**src/logic/abd_pkg.sv**
```systemverilog
// Shared constants for the auto-baud rate detector.
package ard_pkg;

  // ****************************************************
  // Register map
  // ****************************************************
  localparam logic [3:0] ADDR_CONTROL    = 4'h0;
  localparam logic [3:0] ADDR_COUNT_LOW  = 4'h1;
  localparam logic [3:0] ADDR_COUNT_HIGH = 4'h2;
  localparam logic [3:0] ADDR_RX_BUFFER  = 4'h3;
  localparam logic [3:0] ADDR_STATUS     = 4'h4;
  localparam logic [3:0] ADDR_MASK       = 4'h5;

  // ****************************************************
  // Control field positions
  // ****************************************************
  localparam int BIT_REQUEST = 0;
  localparam int BIT_WAKE    = 1;
  localparam int BIT_WIDE    = 2;
  localparam int BIT_HIGH    = 3;

  // Status bits: 0 = receive flag, 1 = measurement done.
  localparam int BIT_RXF  = 0;
  localparam int BIT_DONE = 1;

  localparam logic [7:0]  CONTROL_RESET = 8'h00;
  localparam logic [1:0]  MASK_RESET    = 2'h0;
  localparam logic [15:0] COUNT_START   = 16'h0001;
  localparam logic [2:0]  EDGES_TOTAL   = 3'h5;

  // Measurement clock dividers in system clocks.
  localparam logic [8:0] DIV_SLOW = 9'h1FF;
  localparam logic [8:0] DIV_MID  = 9'h07F;
  localparam logic [8:0] DIV_FAST = 9'h01F;

  typedef enum logic [2:0] {
    ARD_IDLE, ARD_BREAK_LOW, ARD_BREAK_HIGH, ARD_WAIT_START, ARD_WAIT_RISE, ARD_COUNT
  } ard_state_t;

endpackage

```
**src/logic/abd_detector.sv**
```systemverilog
// Auto-baud rate detector: times a 55h sync character into a 16-bit divisor.
`timescale 1ns/1ps
module ard_detector (
  input  wire logic        ref_clk,
  input  wire logic        rst,
  input  wire logic [3:0]  addr,
  input  wire logic [7:0]  wdata,
  input  wire logic        wr,
  input  wire logic        rd,
  output logic      [7:0]  rdata,
  input  wire logic        rx_pin,
  output logic             receiver_hold,
  output logic             irq
);
  import ard_pkg::*;

  // ****************************************************
  // Receive line synchroniser
  // ****************************************************
  logic rx_meta;
  logic rx_sync;
  logic rx_prev;

  // All stages reset to the idle level of the line, so no false edge follows reset.
  always_ff @(posedge ref_clk or posedge rst) begin
    if (rst) begin
      rx_meta <= 1'b1;
      rx_sync <= 1'b1;
      rx_prev <= 1'b1;
    end else begin
      rx_meta <= rx_pin;
      rx_sync <= rx_meta;
      rx_prev <= rx_sync;
    end
  end

  wire rx_rise = rx_sync && !rx_prev;
  wire rx_fall = !rx_sync && rx_prev;

  // ****************************************************
  // Registers
  // ****************************************************
  logic [7:0]  control;
  logic [15:0] rate_divisor;
  logic [1:0]  status;
  logic [1:0]  mask;
  logic [2:0]  edges;
  ard_state_t  state;
  ard_state_t  next_state;

  wire autobaud_request     = control[BIT_REQUEST];
  wire wake_on_break_enable = control[BIT_WAKE];
  wire wide_divisor_select  = control[BIT_WIDE];
  wire high_speed_select    = control[BIT_HIGH];

  wire wr_control = wr && (addr == ADDR_CONTROL);
  wire wr_low     = wr && (addr == ADDR_COUNT_LOW);
  wire wr_high    = wr && (addr == ADDR_COUNT_HIGH);
  wire wr_status  = wr && (addr == ADDR_STATUS);
  wire wr_mask    = wr && (addr == ADDR_MASK);
  wire rd_buffer  = rd && (addr == ADDR_RX_BUFFER);

  wire start_req = wr_control && wdata[BIT_REQUEST] && !autobaud_request;
  // A write that keeps the request set while a sequence runs only changes the selects.
  wire sw_abort  = wr_control && !wdata[BIT_REQUEST] && (state != ARD_IDLE);

  // ****************************************************
  // Measurement clock
  // ****************************************************
  logic tick;
  wire  counting = (state == ARD_COUNT);

  // The divider restarts with every measurement, so the first step is a full period.
  ard_rate_tick u_tick (
    .ref_clk             (ref_clk),
    .rst                 (rst),
    .clear               (!counting),
    .wide_divisor_select (wide_divisor_select),
    .high_speed_select   (high_speed_select),
    .tick                (tick)
  );

  wire final_edge = counting && rx_rise && (edges == EDGES_TOTAL - 3'h1);
  wire done       = final_edge;

  // ****************************************************
  // Sequence control
  // ****************************************************
  always_comb begin
    next_state = state;
    unique case (state)
      ARD_IDLE: begin
        if (start_req) begin
          // A break precedes the character when wake is armed.
          next_state = wdata[BIT_WAKE] ? ARD_BREAK_LOW : ARD_WAIT_START;
        end
      end
      ARD_BREAK_LOW: begin
        if (rx_fall || !rx_sync) begin
          next_state = ARD_BREAK_HIGH;
        end
      end
      ARD_BREAK_HIGH: begin
        if (rx_rise) begin
          next_state = ARD_WAIT_START;
        end
      end
      ARD_WAIT_START: begin
        if (rx_fall) begin
          next_state = ARD_WAIT_RISE;
        end
      end
      ARD_WAIT_RISE: begin
        if (rx_rise) begin
          next_state = ARD_COUNT;
        end
      end
      ARD_COUNT: begin
        if (final_edge) begin
          next_state = ARD_IDLE;
        end
      end
    endcase
    if (sw_abort) begin
      next_state = ARD_IDLE;
    end
  end

  always_ff @(posedge ref_clk or posedge rst) begin
    if (rst) begin
      state <= ARD_IDLE;
    end else begin
      state <= next_state;
    end
  end

  // ****************************************************
  // Edge count and divisor counter
  // ****************************************************
  always_ff @(posedge ref_clk or posedge rst) begin
    if (rst) begin
      edges <= 3'h0;
    end else if (state == ARD_WAIT_RISE && rx_rise) begin
      edges <= 3'h1;
    end else if (counting && rx_rise) begin
      edges <= edges + 3'h1;
    end
  end

  // The measurement tick, not the line, paces one 16-bit counter whatever the wide select.
  // Software may preload the divisor only while idle; a write mid-sequence is lost.
  always_ff @(posedge ref_clk or posedge rst) begin
    if (rst) begin
      rate_divisor <= 16'h0000;
    end else if (state == ARD_WAIT_RISE && rx_rise) begin
      rate_divisor <= COUNT_START;
    end else if (counting && tick && !final_edge) begin
      rate_divisor <= rate_divisor + 16'h0001;
    end else if (!counting && state == ARD_IDLE && wr_low) begin
      rate_divisor[7:0] <= wdata;
    end else if (!counting && state == ARD_IDLE && wr_high) begin
      rate_divisor[15:8] <= wdata;
    end
  end

  // ****************************************************
  // Control, status, mask
  // ****************************************************
  always_ff @(posedge ref_clk or posedge rst) begin
    if (rst) begin
      control <= CONTROL_RESET;
    end else if (done) begin
      control <= control & ~(8'h01 << BIT_REQUEST);
    end else if (wr_control) begin
      control <= wdata;
    end
  end

  // Set wins over clear, whether the clear is a buffer read or a write of one.
  wire [1:0] set_bits = {done, done};
  wire [1:0] clr_bits = (wr_status ? wdata[1:0] : 2'h0) | {1'b0, rd_buffer};

  always_ff @(posedge ref_clk or posedge rst) begin
    if (rst) begin
      status <= 2'h0;
      mask   <= MASK_RESET;
    end else begin
      status <= (status & ~clr_bits) | set_bits;
      if (wr_mask) begin
        mask <= wdata[1:0];
      end
    end
  end

  // ****************************************************
  // Read port and outputs
  // ****************************************************
  wire [7:0] read_mux =
    (addr == ADDR_CONTROL)    ? control :
    (addr == ADDR_COUNT_LOW)  ? rate_divisor[7:0] :
    (addr == ADDR_COUNT_HIGH) ? rate_divisor[15:8] :
    (addr == ADDR_STATUS)     ? {6'h00, status} :
    (addr == ADDR_MASK)       ? {6'h00, mask} : 8'h00;

  always_ff @(posedge ref_clk or posedge rst) begin
    if (rst) begin
      rdata         <= 8'h00;
      receiver_hold <= 1'b0;
      irq           <= 1'b0;
    end else begin
      // The buffer address reads as zero: its content is meaningless here.
      rdata         <= rd ? read_mux : 8'h00;
      receiver_hold <= (next_state != ARD_IDLE);
      irq           <= |((((status & ~clr_bits) | set_bits)) & mask);
    end
  end

  // ****************************************************
  // Checks
  // ****************************************************
  a_done_clears_req: assert property (@(posedge ref_clk) disable iff (rst)
    done |=> !control[BIT_REQUEST] && status[BIT_RXF])
    else $error("request not cleared or flag not set at completion");

  a_count_starts_one: assert property (@(posedge ref_clk) disable iff (rst)
    (state == ARD_WAIT_RISE && rx_rise) |=> rate_divisor == 16'h0001)
    else $error("counter did not start at one");

  a_hold_during_cal: assert property (@(posedge ref_clk) disable iff (rst)
    (state != ARD_IDLE) |-> receiver_hold)
    else $error("receiver not held during calibration");

  a_abort_no_flag: assert property (@(posedge ref_clk) disable iff (rst)
    (sw_abort && !done && !status[BIT_RXF]) |=> !status[BIT_RXF] && state == ARD_IDLE)
    else $error("abort set the flag or left the sequence running");

  a_read_clears_flag: assert property (@(posedge ref_clk) disable iff (rst)
    (rd_buffer && !done) |=> !status[BIT_RXF])
    else $error("buffer read did not clear the flag");

  a_counter_steady: assert property (@(posedge ref_clk) disable iff (rst)
    (counting && !tick) |=> $stable(rate_divisor))
    else $error("counter moved without a measurement tick");

  a_count_on_tick: assert property (@(posedge ref_clk) disable iff (rst)
    (counting && tick && !final_edge) |=> rate_divisor == $past(rate_divisor) + 16'h0001)
    else $error("counter missed a tick");

  a_fifth_edge_stop: assert property (@(posedge ref_clk) disable iff (rst)
    final_edge |=> state == ARD_IDLE && edges == EDGES_TOTAL)
    else $error("measurement stopped on the wrong edge");

  a_break_skipped: assert property (@(posedge ref_clk) disable iff (rst)
    (state == ARD_BREAK_LOW || state == ARD_BREAK_HIGH) |=> $stable(rate_divisor))
    else $error("break character was measured");

  a_start_on_rise: assert property (@(posedge ref_clk) disable iff (rst)
    (state == ARD_WAIT_RISE && rx_rise && !sw_abort) |=> counting)
    else $error("counting did not start at the first rising edge");

  a_edge_once: assert property (@(posedge ref_clk) disable iff (rst)
    rx_rise |=> !rx_rise)
    else $error("one rising edge was seen twice");

  a_high_carry: assert property (@(posedge ref_clk) disable iff (rst)
    (counting && tick && !final_edge && rate_divisor[7:0] == 8'hFF)
      |=> rate_divisor[15:8] == $past(rate_divisor[15:8]) + 8'h01)
    else $error("low byte did not carry into the high byte");

  a_irq_follows_mask: assert property (@(posedge ref_clk) disable iff (rst)
    irq == |(status & $past(mask)))
    else $error("interrupt does not follow the unmasked status");

  a_buffer_reads_zero: assert property (@(posedge ref_clk) disable iff (rst)
    rd_buffer |=> rdata == 8'h00)
    else $error("receive buffer read returned data");

  a_hold_drops_done: assert property (@(posedge ref_clk) disable iff (rst)
    done |=> !receiver_hold)
    else $error("receiver still held after completion");

  a_abort_drops_hold: assert property (@(posedge ref_clk) disable iff (rst)
    sw_abort |=> !receiver_hold)
    else $error("receiver still held after abort");

endmodule

```
**src/logic/abd_rate_tick.sv**
```systemverilog
// Measurement clock enable divider for the auto-baud detector.
`timescale 1ns/1ps
module ard_rate_tick (
  input  wire logic       ref_clk,
  input  wire logic       rst,
  input  wire logic       clear,
  input  wire logic       wide_divisor_select,
  input  wire logic       high_speed_select,
  output logic            tick
);
  import ard_pkg::*;

  logic [8:0] count;
  wire  [1:0] sel = {1'b0, wide_divisor_select} + {1'b0, high_speed_select};
  // Both selects clear tick every 512 clocks, one set every 128, both set every 32.
  wire  [8:0] limit = (sel == 2'h0) ? DIV_SLOW : (sel == 2'h1) ? DIV_MID : DIV_FAST;
  wire        wrap  = (count >= limit);

  always_ff @(posedge ref_clk or posedge rst) begin
    if (rst) begin
      count <= 9'h000;
      tick  <= 1'b0;
    end else begin
      count <= (clear || wrap) ? 9'h000 : count + 9'h001;
      tick  <= wrap && !clear;
    end
  end
endmodule

```
**config.mk**
```make
export PLATFORM = sky130hd
export DESIGN_NAME = ard_detector
export DESIGN_NICKNAME = d
export VERILOG_FILES = /design/src/logic/abd_pkg.sv /design/src/logic/abd_detector.sv /design/src/logic/abd_rate_tick.sv
export SDC_FILE = /design/constraint.sdc
export NUM_CORES = 1
export LEC_CHECK = 0
export BUFFER_PORTS_ARGS = -buffer_cell sky130_fd_sc_hd__buf_2
export CAP_MARGIN = 0
export CORE_MARGIN = 2
export CORE_UTILIZATION = 55
export DETAILED_ROUTE_END_ITERATION = 10
export GPL_TIMING_DRIVEN = 1
export PLACE_DENSITY = 0.74
export REMOVE_ABC_BUFFERS = 1
export SLEW_MARGIN = 30
export SYNTH_ARGS = -nofsm -noshare
export SYNTH_HDL_FRONTEND = slang
export SYNTH_HIERARCHICAL = 1
export SYNTH_SLANG_ARGS = --single-unit
```
**constraint.sdc**
```tcl
create_clock -name ref_clk -period 4.49 [get_ports ref_clk]
set_input_delay 0.6735 -clock ref_clk [delete_from_list [all_inputs] [get_ports ref_clk]]
set_output_delay 0.6735 -clock ref_clk [all_outputs]
set_load 0.05 [all_outputs]
```
### Word-level counts from Yosys, hierarchy flattened

Index checks and enable logic that the tools add are counted.

| operators by class | value |
|---|---|
| muxes and demuxes | 28 |
| order comparisons | 1 |
| equality and inequality tests | 13 |
| reductions and logical operators | 41 |
| add/sub/neg operators | 4 |
| bitwise logic cells | 6 |

Operator list:

| cell | count |
|---|---|
| 8-bit two-way mux | 7 |
| 16-bit two-way mux | 2 |
| 3-bit two-way mux | 9 |
| 1-bit logical AND | 21 |
| 9-bit two-way mux | 2 |
| 3-bit one-hot mux with 6 select lines | 1 |
| 16-bit by 1-bit adder with 16-bit output (second input constant) | 1 |
| 3-bit nonzero test | 4 |
| 9-bit by 1-bit adder with 9-bit output (second input constant) | 1 |
| 3-bit equality test (second input constant) | 3 |
| 9-bit >= comparator | 1 |
| 4-bit by 2-bit equality test with 1-bit output (second input constant) | 2 |
| 4-bit by 3-bit equality test with 1-bit output (second input constant) | 2 |
| 2-bit two-way mux | 4 |
| 7-bit two-way mux | 1 |
| 3-bit by 2-bit equality test with 1-bit output (second input constant) | 2 |
| 1-bit logical NOT | 6 |
| 2-bit bitwise AND | 2 |
| 4-bit by 1-bit equality test with 1-bit output (second input constant) | 1 |
| 4-bit logical NOT | 1 |
| 2-bit AND reduction | 2 |
| 2-bit nonzero test | 2 |
| 3-bit by 1-bit adder with 3-bit output (second input constant) | 1 |
| 3-bit by 1-bit equality test with 1-bit output (second input constant) | 1 |
| 12 further kinds | 14 |

| word-level totals | value |
|---|---|
| word-level logic and storage cells | 109 |
| flip-flop bits (word level) | 57 |
| bits of input ports | 17 |

### Longest topological paths before layout

Gate-level depths: netlist of the first run.

| depth | value |
|---|---|
| depth after elaboration | 9 |
| mapped depth | 9 |
| depth with buffers taken out | 7 |

### Hierarchy

Netlist of the first run, hierarchy kept.

By module, submodules not included:

| module | area an instance (um^2) | cells an instance | seq. area each (um^2) | times used |
|---|---|---|---|---|
| ard_detector | 2,660.1 | 281 | 1,179.9 | 1 |
| ard_rate_tick | 559.3 | 56 | 250.2 | 1 |

### Least setup slack after synthesis of the first run

Ideal clock, no wire load.

| timing path | value |
|---|---|
| path type | input port to flip-flop |
| start | input port addr[1] |
| end | register receiver_hold |
| setup slack | 2,411 ps |
| data arrival time | 1,942 ps |
| cell stages on the path | 7 |
| path through | buf_6 > or4_4 > buf_6 > nor4_4 > o32a_1 > or4_1 > o311ai_1 |

| on the way | value |
|---|---|
| longest elaborated chain between the ends | 8 |
| elaborated cells between the ends (all ways) | 10 |
| classes of those cells | mux (3); reduce/logical (7) |

Ends and longest elaborated chain:

| item | line | RTL |
|---|---|---|
| from (decl) | abd_detector.sv:6 | `input wire logic [3:0] addr,` |
| 4-bit logical NOT (*) | abd_detector.sv:56 | `wire wr_control = wr && (addr == ADDR_CONTROL);` |
| 1-bit logical AND (*) | abd_detector.sv:56 |  |
| 1-bit logical AND (2 in a row) | abd_detector.sv:63 | `wire start_req = wr_control && wdata[BIT_REQUEST] && !autobaud_request;` |
| 3-bit two-way mux | abd_detector.sv:93 | `if (start_req) begin` |
| 3-bit one-hot mux with 6 select lines | abd_detector.sv:91 | `unique case (state)` |
| 3-bit two-way mux (*) | abd_detector.sv:124 | `if (sw_abort) begin` |
| 3-bit nonzero test (*) | abd_detector.sv:213 | `receiver_hold <= (next_state != ARD_IDLE);` |
| to (signal assigned) | abd_detector.sv:213 |  |
| to (decl) | abd_detector.sv:12 | `output logic receiver_hold,` |

Mark *: on every way between the ends. The rest lies on a longest branch, timed or not.
A chain may end at the register's enable or synchronous reset.

### Worst setup path after layout of the first run

| timing path | value |
|---|---|
| start | register state[0] |
| end | register rate_divisor[15] |

| on the way | value |
|---|---|
| longest elaborated chain between the ends | 7 |
| elaborated cells between the ends (all ways) | 18 |
| classes of those cells | eq/ne (3); mux (2); reduce/logical (13) |

Ends and longest elaborated chain:

| item | line | RTL |
|---|---|---|
| from (decl) | abd_detector.sv:48 | `ard_state_t state;` |
| from (signal assigned) | abd_detector.sv:133 | `state <= next_state;` |
| 3-bit equality test | abd_detector.sv:71 | `wire counting = (state == ARD_COUNT);` |
| 1-bit logical AND (2 in a row) | abd_detector.sv:83 | `wire final_edge = counting && rx_rise && (edges == EDGES_TOTAL - 3'h1);` |
| 1-bit logical NOT | abd_detector.sv:157 | `end else if (counting && tick && !final_edge) begin` |
| 1-bit logical AND | abd_detector.sv:157 |  |
| 3-bit inequality test (no line), or another cell as far along | -- |  |
| 2-bit AND reduction (no line) or 16-bit two-way mux (tied branches) | -- |  |
| to (signal assigned) | abd_detector.sv:158 | `rate_divisor <= rate_divisor + 16'h0001;` |
| to (signal assigned) | abd_detector.sv:162 | `rate_divisor[15:8] <= wdata;` |
| to (decl) | abd_detector.sv:44 | `logic [15:0] rate_divisor;` |

Several ways; a longest one is shown, not always the timed one.

==> results of run 1 <==
## sequential cells by signal, summed over array words and instances, names as in the netlist
| register | count |
|---|---|
| mask | 2 |
| rx_prev | 1 |
| status | 2 |
| u_tick/tick | 1 |
| rx_meta | 1 |
| rdata | 8 |
| receiver_hold | 1 |
| irq | 1 |
| rate_divisor | 16 |
| rx_sync | 1 |
| edges | 3 |
| control | 8 |
| u_tick/count | 9 |
| state | 3 |
## per-layer routing
layer / track usage (%) / vias to the layer above / routed length, um
met5: 0 / - / 0
met4: 13.4 / 0 / 175
li1: - / 1268 / -
met2: 40.1 / 100 / 3560
met3: 4.16 / 16 / 380
met1: 34.4 / 1293 / 3290
## power breakdown
group | switching, mW | leakage (nW) | internal, mW
registers | 0.153 | 0.726 | 0.631
logic | 0.221 | 0.730 | 0.153
clock network | 0.195 | 0.107 | 0.301
total | 0.569 | 1.56 | 1.09
## cells in the mapped netlist (all sizes together), types with 4 or more instances
cell,instances
a21oi,20
and3,4
and4,5
buf,11
clkbuf,4
dfrtp,54
ha,6
inv,15
mux2,8
mux2i,5
nand2,35
nand2b,4
nand3,19
nand4,8
nor2,37
nor2b,4
nor3,15
o21ai,15
o221a,5
or4,4
xnor2,6
xor2,4
## cell families (layout without fill, tap and decap cells)
family / count (synthesis) / after routing / share of synthesized area [%]
simple gates: 152 / 152 / 26.9
compound gates: 69 / 69 / 14.7
flops: 57 / 57 / 44.4
buf+inv: 30 / 57 / 4.62
mux: 13 / 13 / 4.35
xor+xnor: 10 / 10 / 2.72
fa+ha+maj: 6 / 6 / 2.33
## worst paths after layout
| path | startpoint | end | slack [ns] | depth (start not counted) |
|---|---|---|---|---|
| hold reg to reg | rx_meta | rx_sync | 0.36 | 0 |
| setup reg to reg | state[0] | rate_divisor[15] | 2.03 | 5 |
| max in group asynchronous | rst | rate_divisor[1] | 3.54 | 2 |
| min in group ref_clk | rx_meta | rx_sync | 0.36 | 0 |
| setup / recovery | state[0] | rate_divisor[15] | 2.03 | 5 |
| hold / removal | rst | u_tick/count[0] | 0.32 | 2 |
## placed cells by master (no fill, tap or decap), drive strengths merged, types with 3 or more instances in the layout
| master | instances |
|---|---|
| a21o | 3 |
| a21oi | 20 |
| a31oi | 3 |
| and3 | 4 |
| and4 | 5 |
| buf | 26 |
| clkbuf | 14 |
| dfrtp | 54 |
| dfstp | 3 |
| ha | 6 |
| inv | 14 |
| mux2 | 8 |
| mux2i | 5 |
| nand2 | 35 |
| nand2b | 4 |
| nand3 | 19 |
| nand4 | 8 |
| nor2 | 37 |
| nor2b | 4 |
| nor3 | 15 |
| nor4 | 3 |
| o21ai | 15 |
| o221a | 5 |
| o311ai | 3 |
| or2 | 3 |
| or3 | 3 |
| or4 | 4 |
| xnor2 | 6 |
| xor2 | 4 |
## worst max-delay path: stages (launching register included)
cell and delay (ns):
dfrtp_1 0.55, nor2b_1 0.25, and4_1 0.65, nand3_2 0.24
or4_1 0.57, nand3_1 0.13
## metrics by stage
step,utilization [%],std cells
after floorplan,-,322
after global routing,63.8,436
after global placement,60.0,420
final,63.8,436
after CTS,63.8,436
after detailed placement,60.0,420
## final cells by class
cell class | count | share of cell area, %
timing repair buffer | 26 | 3.66
sequential | 57 | 40.2
inverter | 15 | 1.62
tap | 72 | 2.53
multi-input combinational | 250 | 46.1
clock buffer | 14 | 4.86
clock inverter | 2 | 0.985
==> tab_implementation.tex, run 1 <==
\begin{tabular}{lr}
\hline
Metric & Value \\
\hline
\multicolumn{2}{l}{\textbf{Timing}} \\
\quad Upper clock frequency limit & 406 MHz \\
\quad Final setup violation count & 0 \\
\quad Hold Vio Cnt, Final & 0 \\
\quad Final setup skew & 0.0109 ns \\
\quad Max\_slew headroom & 47.1\% \\
\quad Sum of negative setup slack & 0 ns \\
\quad Worst Slack Setup Final & 2.03 ns \\
\quad Setup repair after global routing missed its margin & false \\
\quad Final critical path time including I/O delays and setup & 2.46 ns \\
\quad Worst-Margin Slew & 0.794 ns \\
\quad Pins Over Slew Limit & 0 \\
\quad Hold WS & 0.322 ns \\
\quad Share of the clock period used by the worst path & 54.9\% \\
\multicolumn{2}{l}{\textbf{Die}} \\
\quad Area enclosed by the die boundary & 0.00648 mm2 \\
\quad Placement row count & 27 \\
\quad Vertical die dimension & 80.5 um \\
\quad Ports placed on the boundary & 27 \\
\quad Initial standard-cell utilization of the core & 57.8\% \\
\quad Die X & 80.5 um \\
\quad Std-Cell Core Area & 0.00557 mm2 \\
\multicolumn{2}{l}{\textbf{Synth}} \\
\quad Register bit total from synthesis & 57 \\
\quad Post-synth EDFFs & 0 \\
\quad Cell area after synthesis & 0.00322 mm2 \\
\quad Library cell with the largest summed area after synthesis & dfrtp\_1 \\
\quad Post-synthesis async set-or-reset flop share & 100\% \\
\quad Post-Syn Instances & 337 \\
\quad Cells taking the most area after synthesis & dfrtp\_1, nand2\_1, nor2\_1 \\
\quad Number of distinct library cells after synthesis & 67 \\
\quad Most instantiated flip-flop cell in the synthesis netlist & dfrtp\_1 \\
\quad Sequential area share after synthesis & 44.4\% \\
\quad Warnings, synthesis & 6 \\
\quad Top cell type's share of synthesized area & 42.0\% \\
\quad Mean instance size in the synthesized netlist & 9.55 um2 \\
\multicolumn{2}{l}{\textbf{Global routing}} \\
\quad All-Layer GR Usage & 25.7\% \\
\quad Antenna violations before repair & 0 \\
\quad Global-route wire length before repair & 12,600 um \\
\quad Pin count of the biggest net entering global routing & 48 \\
\quad Total overflow reported by the global router & 0 \\
\quad Via count of the first global-routing pass & 2,636 \\
\multicolumn{2}{l}{\textbf{Clock tree}} \\
\quad CTS hold repair buffers & 0 \\
\quad Num Clock Sinks & 57 \\
\quad Clock tree from TritonCTS & done \\
\quad Post\_cts resized & 0 \\
\quad Clk Tree Root Cell & clkbuf\_8 \\
\quad Clock latency on the worst-skew pair & 0.34 ns \\
\quad Number of buffers added for setup after CTS & 0 \\
\quad Number of clock buffers inserted by TritonCTS & 9 \\
\quad Clock slew seen by the registers of the worst setup and hold paths & 0.06 ns \\
\quad H-tree depth & 3 \\
\quad Buffer levels on the longest clock path & 2 \\
\multicolumn{2}{l}{\textbf{Detailed routing}} \\
\quad Remaining DRCs & 0 \\
\quad Wire per inst & 17.0 um \\
\quad Number of search-and-repair iterations in the first detailed-routing pass & 5 \\
\quad 1st-iter DRT viols & 292 \\
\quad Remaining antenna violation count after routing & 0 \\
\quad Vias after detailed routing & 2,677 \\
\quad Detailed-route vias per instance & 6.14 \\
\quad Total Wirelength & 7410 um \\
\multicolumn{2}{l}{\textbf{Critical path}} \\
\quad Worst Path Required & 4.76 ns \\
\quad Kind of start point of the critical path & flip-flop \\
\quad CP max FO & 17 \\
\quad CP Class & flip-flop to flip-flop \\
\quad Sort of element at the end of the critical path & flip-flop \\
\quad Critical Path AT & 2.73 ns \\
\multicolumn{2}{l}{\textbf{Final layout}} \\
\quad Storage cell area & 0.00143 mm2 \\
\quad Antenna diode count & 0 \\
\quad Growth of design area from synthesis to finish & 10.5\% \\
\quad \# fillers & 476 \\
\quad Net count reported at finish & 382 \\
\quad Final standard cell area without fillers & 0.00356 mm2 \\
\quad Area of the multi-input gates & 0.00164 mm2 \\
\quad Layout cells sized above 1 & 20.6\% \\
\multicolumn{2}{l}{\textbf{Place}} \\
\quad Worst slack, placed & 2.09 ns \\
\quad Number of input and output port buffers inserted & 26 \\
\quad Routability congestion estimate from global placement & 0.945 \\
\quad Half-perimeter wire length of the detailed placement result & 5110 um \\
\quad Cell area after placement & 0.00335 mm2 \\
\multicolumn{2}{l}{\textbf{Power and ir drop}} \\
\quad Max VDD drop & 0.000337 V \\
\quad Ratio of total power to cell area & 465 mW/mm2 \\
\quad Static leakage & 1.56 nW \\
\quad Total Power & 1.65 mW \\
\multicolumn{2}{l}{\textbf{Worst hold path}} \\
\quad Worst min-delay path category & primary input to asynchronous set/reset pin \\
\multicolumn{2}{l}{\textbf{Run}} \\
\quad Max-cap violation count & 0 \\
\multicolumn{2}{l}{\textbf{Status}} \\
\quad Run status & completed \\
\hline
\end{tabular}
No activity file was read; power rests on OpenSTA's default activity.
==> run 2, diff against run 1 <==
- ABC_AREA: default -> 1
- CORE_UTILIZATION: 55 -> 54
- PLACE_DENSITY: 0.74 -> 0.76
- clock period: 4.49 -> 2.05 ns (I/O delays scaled with it)
==> tab_implementation.tex, run 2 <==
\begin{tabular}{lr}
\hline
Metric & Value \\
\hline
\multicolumn{2}{l}{\textbf{Timing}} \\
\quad Max\_slew headroom & 66.4\% \\
\quad Final setup violation count & 0 \\
\quad Worst-Margin Slew & 0.500 ns \\
\quad Upper clock frequency limit & 576 MHz \\
\quad Final critical path time including I/O delays and setup & 1.74 ns \\
\quad Setup repair after global routing missed its margin & false \\
\quad Sum of negative setup slack & 0 ns \\
\quad Share of the clock period used by the worst path & 84.7\% \\
\quad Final setup skew & 0.00804 ns \\
\quad Pins Over Slew Limit & 0 \\
\quad Hold Vio Cnt, Final & 0 \\
\multicolumn{2}{l}{\textbf{Synth}} \\
\quad Post-synth EDFFs & 0 \\
\quad Top cell type's share of synthesized area & 40.8\% \\
\quad Cells taking the most area after synthesis & dfrtp\_1, nand2\_1, inv\_1 \\
\quad Most frequent cell after synthesis & nand2\_1 \\
\quad Mean instance size in the synthesized netlist & 7.27 um2 \\
\quad Leading cell types by count after synthesis & nand2\_1, dfrtp\_1, inv\_1 \\
\quad Number of distinct library cells after synthesis & 34 \\
\quad Post-Syn Instances & 456 \\
\quad Post-synthesis async set-or-reset flop share & 100\% \\
\quad Sequential area share after synthesis & 43.1\% \\
\quad Most instantiated flip-flop cell in the synthesis netlist & dfrtp\_1 \\
\quad Cell area after synthesis & 0.00332 mm2 \\
\quad Register bit total from synthesis & 57 \\
\quad Library cell with the largest summed area after synthesis & dfrtp\_1 \\
\quad Warnings, synthesis & 6 \\
\multicolumn{2}{l}{\textbf{Detailed routing}} \\
\quad Detailed-route vias per instance & 5.41 \\
\quad Remaining DRCs & 0 \\
\quad Wire per inst & 13.4 um \\
\quad Number of search-and-repair iterations in the first detailed-routing pass & 5 \\
\quad Vias after detailed routing & 3,128 \\
\quad 1st-iter DRT viols & 202 \\
\quad Remaining antenna violation count after routing & 0 \\
\quad Total Wirelength & 7770 um \\
\multicolumn{2}{l}{\textbf{Final layout}} \\
\quad Most frequent cells in the layout & nand2\_1, dfrtp\_1, inv\_1 \\
\quad Area of the multi-input gates & 0.00165 mm2 \\
\quad Growth of design area from synthesis to finish & 13.0\% \\
\quad \# fillers & 535 \\
\quad Final standard cell utilization of the core & 63.3\% \\
\quad Layout cells sized above 1 & 14.1\% \\
\quad Net count reported at finish & 521 \\
\quad Registers with the most flip-flops & rate\_divisor x16, u\_tick/count x9 \\
\quad Antenna diode count & 0 \\
\quad Reg with most FFs & rate\_divisor \\
\quad Final standard cell area without fillers & 0.00375 mm2 \\
\quad Storage cell area & 0.00143 mm2 \\
\quad Max FFs per register & 16 \\
\quad Most frequent standard cell in the layout excluding fill and tap cells & nand2\_1 \\
\multicolumn{2}{l}{\textbf{Power and ir drop}} \\
\quad Part of the total power dissipated in sequential elements & 45.9\% \\
\quad Static leakage & 1.85 nW \\
\quad Sw power & 1.53 mW \\
\quad Clock power frac & 23.3\% \\
\quad Internal power consumption & 2.25 mW \\
\quad Combinational group share of total power & 30.8\% \\
\quad Ratio of total power to cell area & 1010 mW/mm2 \\
\quad Max VDD drop & 0.000738 V \\
\quad Net switching share of the total power & 40.5\% \\
\multicolumn{2}{l}{\textbf{Die}} \\
\quad Area enclosed by the die boundary & 0.00678 mm2 \\
\quad Placement row count & 28 \\
\quad Std-Cell Core Area & 0.00592 mm2 \\
\quad Vertical die dimension & 82.4 um \\
\quad Die X & 82.4 um \\
\quad Ports placed on the boundary & 27 \\
\quad Initial standard-cell utilization of the core & 56.0\% \\
\multicolumn{2}{l}{\textbf{Global routing}} \\
\quad Pin count of the biggest net entering global routing & 19 \\
\quad Via count of the first global-routing pass & 2,952 \\
\quad All-Layer GR Usage & 25.9\% \\
\quad Antenna violations before repair & 0 \\
\quad Total overflow reported by the global router & 0 \\
\quad Global-route wire length before repair & 13,300 um \\
\multicolumn{2}{l}{\textbf{Critical path}} \\
\quad Flop-to-flop setup slack & 0.31 ns \\
\quad Logic depth of the worst register-to-register path & 10 \\
\quad CP Class & flip-flop to flip-flop \\
\quad Max stage delay on crit path & 0.36 ns \\
\quad Stages on the worst setup path & 10 \\
\quad Start of the worst register-to-register path & edges[0] \\
\quad Critical Path AT & 2.02 ns \\
\quad Kind of start point of the critical path & flip-flop \\
\quad Cell type of the slowest stage on the worst timing path & dfrtp\_1 \\
\quad Crit-path leading delay family & simple AND/OR/NAND/NOR gates \\
\quad CP max FO & 10 \\
\quad Sort of element at the end of the critical path & flip-flop \\
\quad Buf+Inv Stages, Crit Path & 3 \\
\quad Worst Path Required & 2.33 ns \\
\quad Reg-to-reg endpoint & rate\_divisor[15] \\
\quad CP cell instances & inv\_1 -> ha\_1 -> nand2\_1 -> inv\_1 -> a21oi\_2 -> nand2\_2 -> buf\_4 -> a21oi\_1 -> nand3\_1 -> nand2\_1 \\
\multicolumn{2}{l}{\textbf{Clock tree}} \\
\quad Buffer levels on the longest clock path & 2 \\
\quad Clk Tree Root Cell & clkbuf\_8 \\
\quad Number of clock buffers inserted by TritonCTS & 9 \\
\quad Num Clock Sinks & 57 \\
\quad Clock tree from TritonCTS & done \\
\quad Number of buffers added for setup after CTS & 0 \\
\quad Clock slew seen by the registers of the worst setup and hold paths & 0.06 ns \\
\quad H-tree depth & 3 \\
\quad Clock latency on the worst-skew pair & 0.35 ns \\
\multicolumn{2}{l}{\textbf{Place}} \\
\quad Cell area after placement & 0.00358 mm2 \\
\quad Routability congestion estimate from global placement & 0.910 \\
\quad Half-perimeter wire length of the detailed placement result & 5750 um \\
\quad Number of input and output port buffers inserted & 26 \\
\multicolumn{2}{l}{\textbf{Worst hold path}} \\
\quad Start point of the worst min-delay path & rx\_pin \\
\quad Worst Hold Path Cells & 1 \\
\quad Worst min-delay path category & primary input to flip-flop \\
\quad Hold worst-path end & rx\_meta \\
\multicolumn{2}{l}{\textbf{Run}} \\
\quad Max-cap violation count & 0 \\
\multicolumn{2}{l}{\textbf{Status}} \\
\quad Run status & completed \\
\hline
\end{tabular}
-- run 2: changes by cell type after synthesis, moves of 7 or more --
cell / previous run / this run
nor2_2: 10 / 2
mux2_1: 7 / 0
nor2_1: 27 / 49
a21oi_1: 19 / 9
nand2_1: 35 / 155
inv_1: 15 / 51
nand3_1: 16 / 37
o21ai_0: 13 / 27
-- run 2: layout make-up --
class | count | area share, %
tap | 75 | 2.50
multi-input combinational | 341 | 44.0
sequential | 57 | 38.2
inverter | 53 | 5.31
timing repair buffer | 36 | 5.88
clock buffer | 13 | 3.71
clock inverter | 3 | 0.467
-- run 2: worst max-delay path by stage --
| stage | startpoint | endpoint |
|---|---|---|
| 3_5_place_dp | edges[0] | rate_divisor[14] |
| 6_report | edges[0] | rate_divisor[15] |
| 2_1_floorplan | edges[0] | rate_divisor[3] |
| 5_1_grt | edges[0] | rate_divisor[6] |
| 4_1_cts | edges[0] | rate_divisor[6] |
| 3_3_place_gp | edges[0] | rate_divisor[6] |
-- run 2: routing by layer --
layer	GRT usage [%]	wire (um)
met3	4.35	430
met2	39.9	3600
met5	0	0
met4	14.0	177
met1	34.9	3560
-- run 2: power groups by stage --
stage               Combinational, mW  Clock (mW)  Sequential [mW]
global placement                 1.11           0             1.73
detailed placement               1.15           0             1.74
CTS                              1.16       0.896             1.72
global route                     1.34       0.943             1.78
finish                           1.16       0.881             1.73
floorplan                       0.841           0             1.71
-- run 2: logic make-up (layout without fill, tap and decap cells) --
group / after synthesis / after routing / share of synthesized area [%]
AO/OA/AOI/OAI: 53 / 53 / 9.17
XOR/XNOR: 7 / 7 / 1.85
adder cells (fa/ha/maj): 6 / 6 / 2.26
buffers and inverters: 58 / 105 / 7.24
flip-flops: 57 / 57 / 43.1
AND/OR/NAND/NOR: 275 / 275 / 36.3
-- run 2: repair_timing --
item                       4_1_cts  5_1_grt
hold buffers                     1        0
hold endpoints to repair        23        0
setup endpoints to repair        0        1
resized for setup                0        1
-- run 2: worst register-to-register path, stage by stage (launching register included) --
cell and delay (ns):
dfrtp_1 0.36, inv_1 0.07, ha_1 0.19, nand2_1 0.09, inv_1 0.07, a21oi_2 0.16, nand2_2 0.14, buf_4 0.21
a21oi_1 0.23, nand3_1 0.11, nand2_1 0.07
-- run 2: stage by stage --
step | power, mW | hold WS, ns | setup slack, ns | cells
after CTS | 3.78 | 0.0546 | 0.227 | 578
after detailed placement | 2.88 | 0.314 | 0.243 | 561
after floorplan | 2.55 | 0.148 | 0.324 | 451
final | 3.78 | 0.0580 | 0.315 | 578
after global routing | 4.07 | 0.0589 | 0.0752 | 578
after global placement | 2.84 | 0.309 | 0.263 | 561
==> run 3, diff against run 2 <==
- CORE_UTILIZATION: 54 -> 55
- PLACE_DENSITY: 0.76 -> 0.74
- clock period: 2.05 -> 1.68 ns (I/O delays scaled with it)
==> tab_implementation.tex, run 3 (synthesized netlist as in run 2, its figures left out) <==
\begin{tabular}{lr}
\hline
Metric & Value \\
\hline
\multicolumn{2}{l}{\textbf{Status}} \\
\quad Run status & completed \\
\multicolumn{2}{l}{\textbf{Timing}} \\
\quad Upper clock frequency limit & 607 MHz \\
\quad Share of the clock period used by the worst path & 98.1\% \\
\quad Final critical path time including I/O delays and setup & 1.65 ns \\
\quad Setup repair after global routing missed its margin & true \\
\quad Hold Vio Cnt, Final & 0 \\
\quad Final setup violation count & 0 \\
\quad Final setup skew & 0.0142 ns \\
\quad Max\_slew headroom & 65.5\% \\
\quad Worst Slack Setup Final & 0.0326 ns \\
\quad Pins Over Slew Limit & 0 \\
\quad Worst-Margin Slew & 0.512 ns \\
\multicolumn{2}{l}{\textbf{Power and ir drop}} \\
\quad Net switching share of the total power & 38.5\% \\
\quad Part of the total power dissipated in sequential elements & 41.3\% \\
\quad Clock power frac & 27.0\% \\
\quad Combinational group share of total power & 31.7\% \\
\quad Static leakage & 1.97 nW \\
\quad Ratio of total power to cell area & 1290 mW/mm2 \\
\quad Max VDD drop & 0.00107 V \\
\quad Sw power & 1.98 mW \\
\quad Internal power consumption & 3.17 mW \\
\multicolumn{2}{l}{\textbf{Place}} \\
\quad Worst slack, placed & -0.0810 ns \\
\quad Cell area after placement & 0.00365 mm2 \\
\quad Half-perimeter wire length of the detailed placement result & 5940 um \\
\quad Routability congestion estimate from global placement & 0.954 \\
\quad Number of input and output port buffers inserted & 26 \\
\multicolumn{2}{l}{\textbf{Detailed routing}} \\
\quad 1st-iter DRT viols & 206 \\
\quad Wire per inst & 13.8 um \\
\quad Number of search-and-repair iterations in the first detailed-routing pass & 5 \\
\quad Detailed-route vias per instance & 5.41 \\
\quad Total Wirelength & 8160 um \\
\quad Vias after detailed routing & 3,208 \\
\quad Remaining antenna violation count after routing & 0 \\
\quad Remaining DRCs & 0 \\
\multicolumn{2}{l}{\textbf{Critical path}} \\
\quad Worst Path Required & 1.93 ns \\
\quad Logic depth of the worst register-to-register path & 9 \\
\quad Sort of element at the end of the critical path & flip-flop \\
\quad CP Class & flip-flop to flip-flop \\
\quad CP max FO & 5 \\
\quad Critical Path AT & 1.89 ns \\
\quad Kind of start point of the critical path & flip-flop \\
\multicolumn{2}{l}{\textbf{Die}} \\
\quad Ports placed on the boundary & 27 \\
\quad Vertical die dimension & 81.6 um \\
\quad Std-Cell Core Area & 0.00589 mm2 \\
\quad Area enclosed by the die boundary & 0.00667 mm2 \\
\quad Placement row count & 28 \\
\quad Die X & 81.6 um \\
\quad Initial standard-cell utilization of the core & 56.3\% \\
\multicolumn{2}{l}{\textbf{Clock tree}} \\
\quad Clk Tree Root Cell & clkbuf\_8 \\
\quad Buffer levels on the longest clock path & 2 \\
\quad H-tree depth & 3 \\
\quad Clock slew seen by the registers of the worst setup and hold paths & 0.07 ns \\
\quad Clock tree from TritonCTS & done \\
\quad Num Clock Sinks & 57 \\
\quad Number of clock buffers inserted by TritonCTS & 9 \\
\quad Clock latency on the worst-skew pair & 0.35 ns \\
\multicolumn{2}{l}{\textbf{Global routing}} \\
\quad Antenna violations before repair & 0 \\
\quad Total overflow reported by the global router & 0 \\
\quad Pin count of the biggest net entering global routing & 22 \\
\quad Global-route wire length before repair & 13,500 um \\
\quad Via count of the first global-routing pass & 3,080 \\
\quad All-Layer GR Usage & 27.1\% \\
\multicolumn{2}{l}{\textbf{Final layout}} \\
\quad Registers with the most flip-flops & rate\_divisor x16, u\_tick/count x9 \\
\quad Max FFs per register & 16 \\
\quad Most frequent standard cell in the layout excluding fill and tap cells & nand2\_1 \\
\quad Growth of design area from synthesis to finish & 20.9\% \\
\quad Storage cell area & 0.00143 mm2 \\
\quad Area of the multi-input gates & 0.00175 mm2 \\
\quad Antenna diode count & 0 \\
\quad Final standard cell area without fillers & 0.00401 mm2 \\
\quad Net count reported at finish & 536 \\
\quad \# fillers & 501 \\
\quad Layout cells sized above 1 & 20.5\% \\
\quad Reg with most FFs & rate\_divisor \\
\quad Most frequent cells in the layout & nand2\_1, dfrtp\_1, inv\_1 \\
\multicolumn{2}{l}{\textbf{Worst hold path}} \\
\quad Worst min-delay path category & primary input to flip-flop \\
\quad Worst Hold Path Cells & 3 \\
\multicolumn{2}{l}{\textbf{Run}} \\
\quad Max-cap violation count & 0 \\
\hline
\end{tabular}
-- run 3: changes by cell type in the layout (fill, tap and decap cells not counted), sizes merged --
cell,before,now
nand3,41,42
clkinv,2,3
clkbuf,13,10
bufinv,0,2
buf,35,48
dlygate4sd3,1,2
-- run 3: per-stage QoR --
step,setup TNS (ns),util (%),total power [mW],hold WS (ns),instances
floorplan,-0.267,-,3.12,0.0922,451
global placement,0,62.0,3.56,0.257,572
detailed placement,-0.512,62.0,3.63,0.267,572
CTS,-0.00239,66.9,5.08,0.171,592
global route,-0.104,68.1,5.51,0.188,593
finish,0,68.1,5.15,0.171,593
-- run 3: path summary, 6_finish.rpt --
kind	startpoint	endpoint	slack (ns)
min in group asynchronous	rst	u_tick/count[8]	0.43
max in group asynchronous	rst	rate_divisor[10]	0.64
max	control[3]	u_tick/count[2]	0.03
min	rd	rdata[1]	0.17
max reg2reg	control[3]	u_tick/count[2]	0.03
min reg2reg	rx_meta	rx_sync	0.36
-- run 3: final cells by class --
type	instances	share of cell area, %
Clock buffer	10	3.18
Sequential cell	57	35.7
Timing Repair Buffer	50	8.05
Clock inverter	6	2.06
Tap cell	75	2.34
Multi-Input combinational cell	342	43.7
Inverter	53	4.96
-- run 3: repair_timing --
item                                    CTS  global route
endpoints found under the setup margin   21            32
hold endpoints to repair                 27             0
gates resized for setup                   8            19
gates cloned                              1             0
pin swaps                                 7            10
setup buffers                             1             1
hold buffers                              2             0
-- run 3: worst max-delay path, cell delays in order, from the launching register on --
cell     delay, ns
dfrtp_1       0.39
or2_4         0.28
ha_4          0.27
nand2_2       0.05
inv_2         0.09
nand2_2       0.06
nor2_2        0.09
nand2_2       0.11
nand3_4       0.14
nor2_1        0.05
-- run 3: power groups by stage --
stage               combinational [mW]  clock [mW]  sequential [mW]
floorplan                         1.03           0             2.09
global placement                  1.45           0             2.10
detailed placement                1.51           0             2.12
CTS                               1.57        1.41             2.10
global route                      1.87        1.47             2.17
finish                            1.64        1.39             2.13
-- run 3: layer usage --
metal / vias up / GRT usage (%) / wire length (um)
li1: 1590 / - / -
met4: 0 / 14.0 / 195
met3: 21 / 6.04 / 411
met5: - / 0 / 0
met1: 1495 / 33.3 / 3560
met2: 102 / 44.7 / 4000
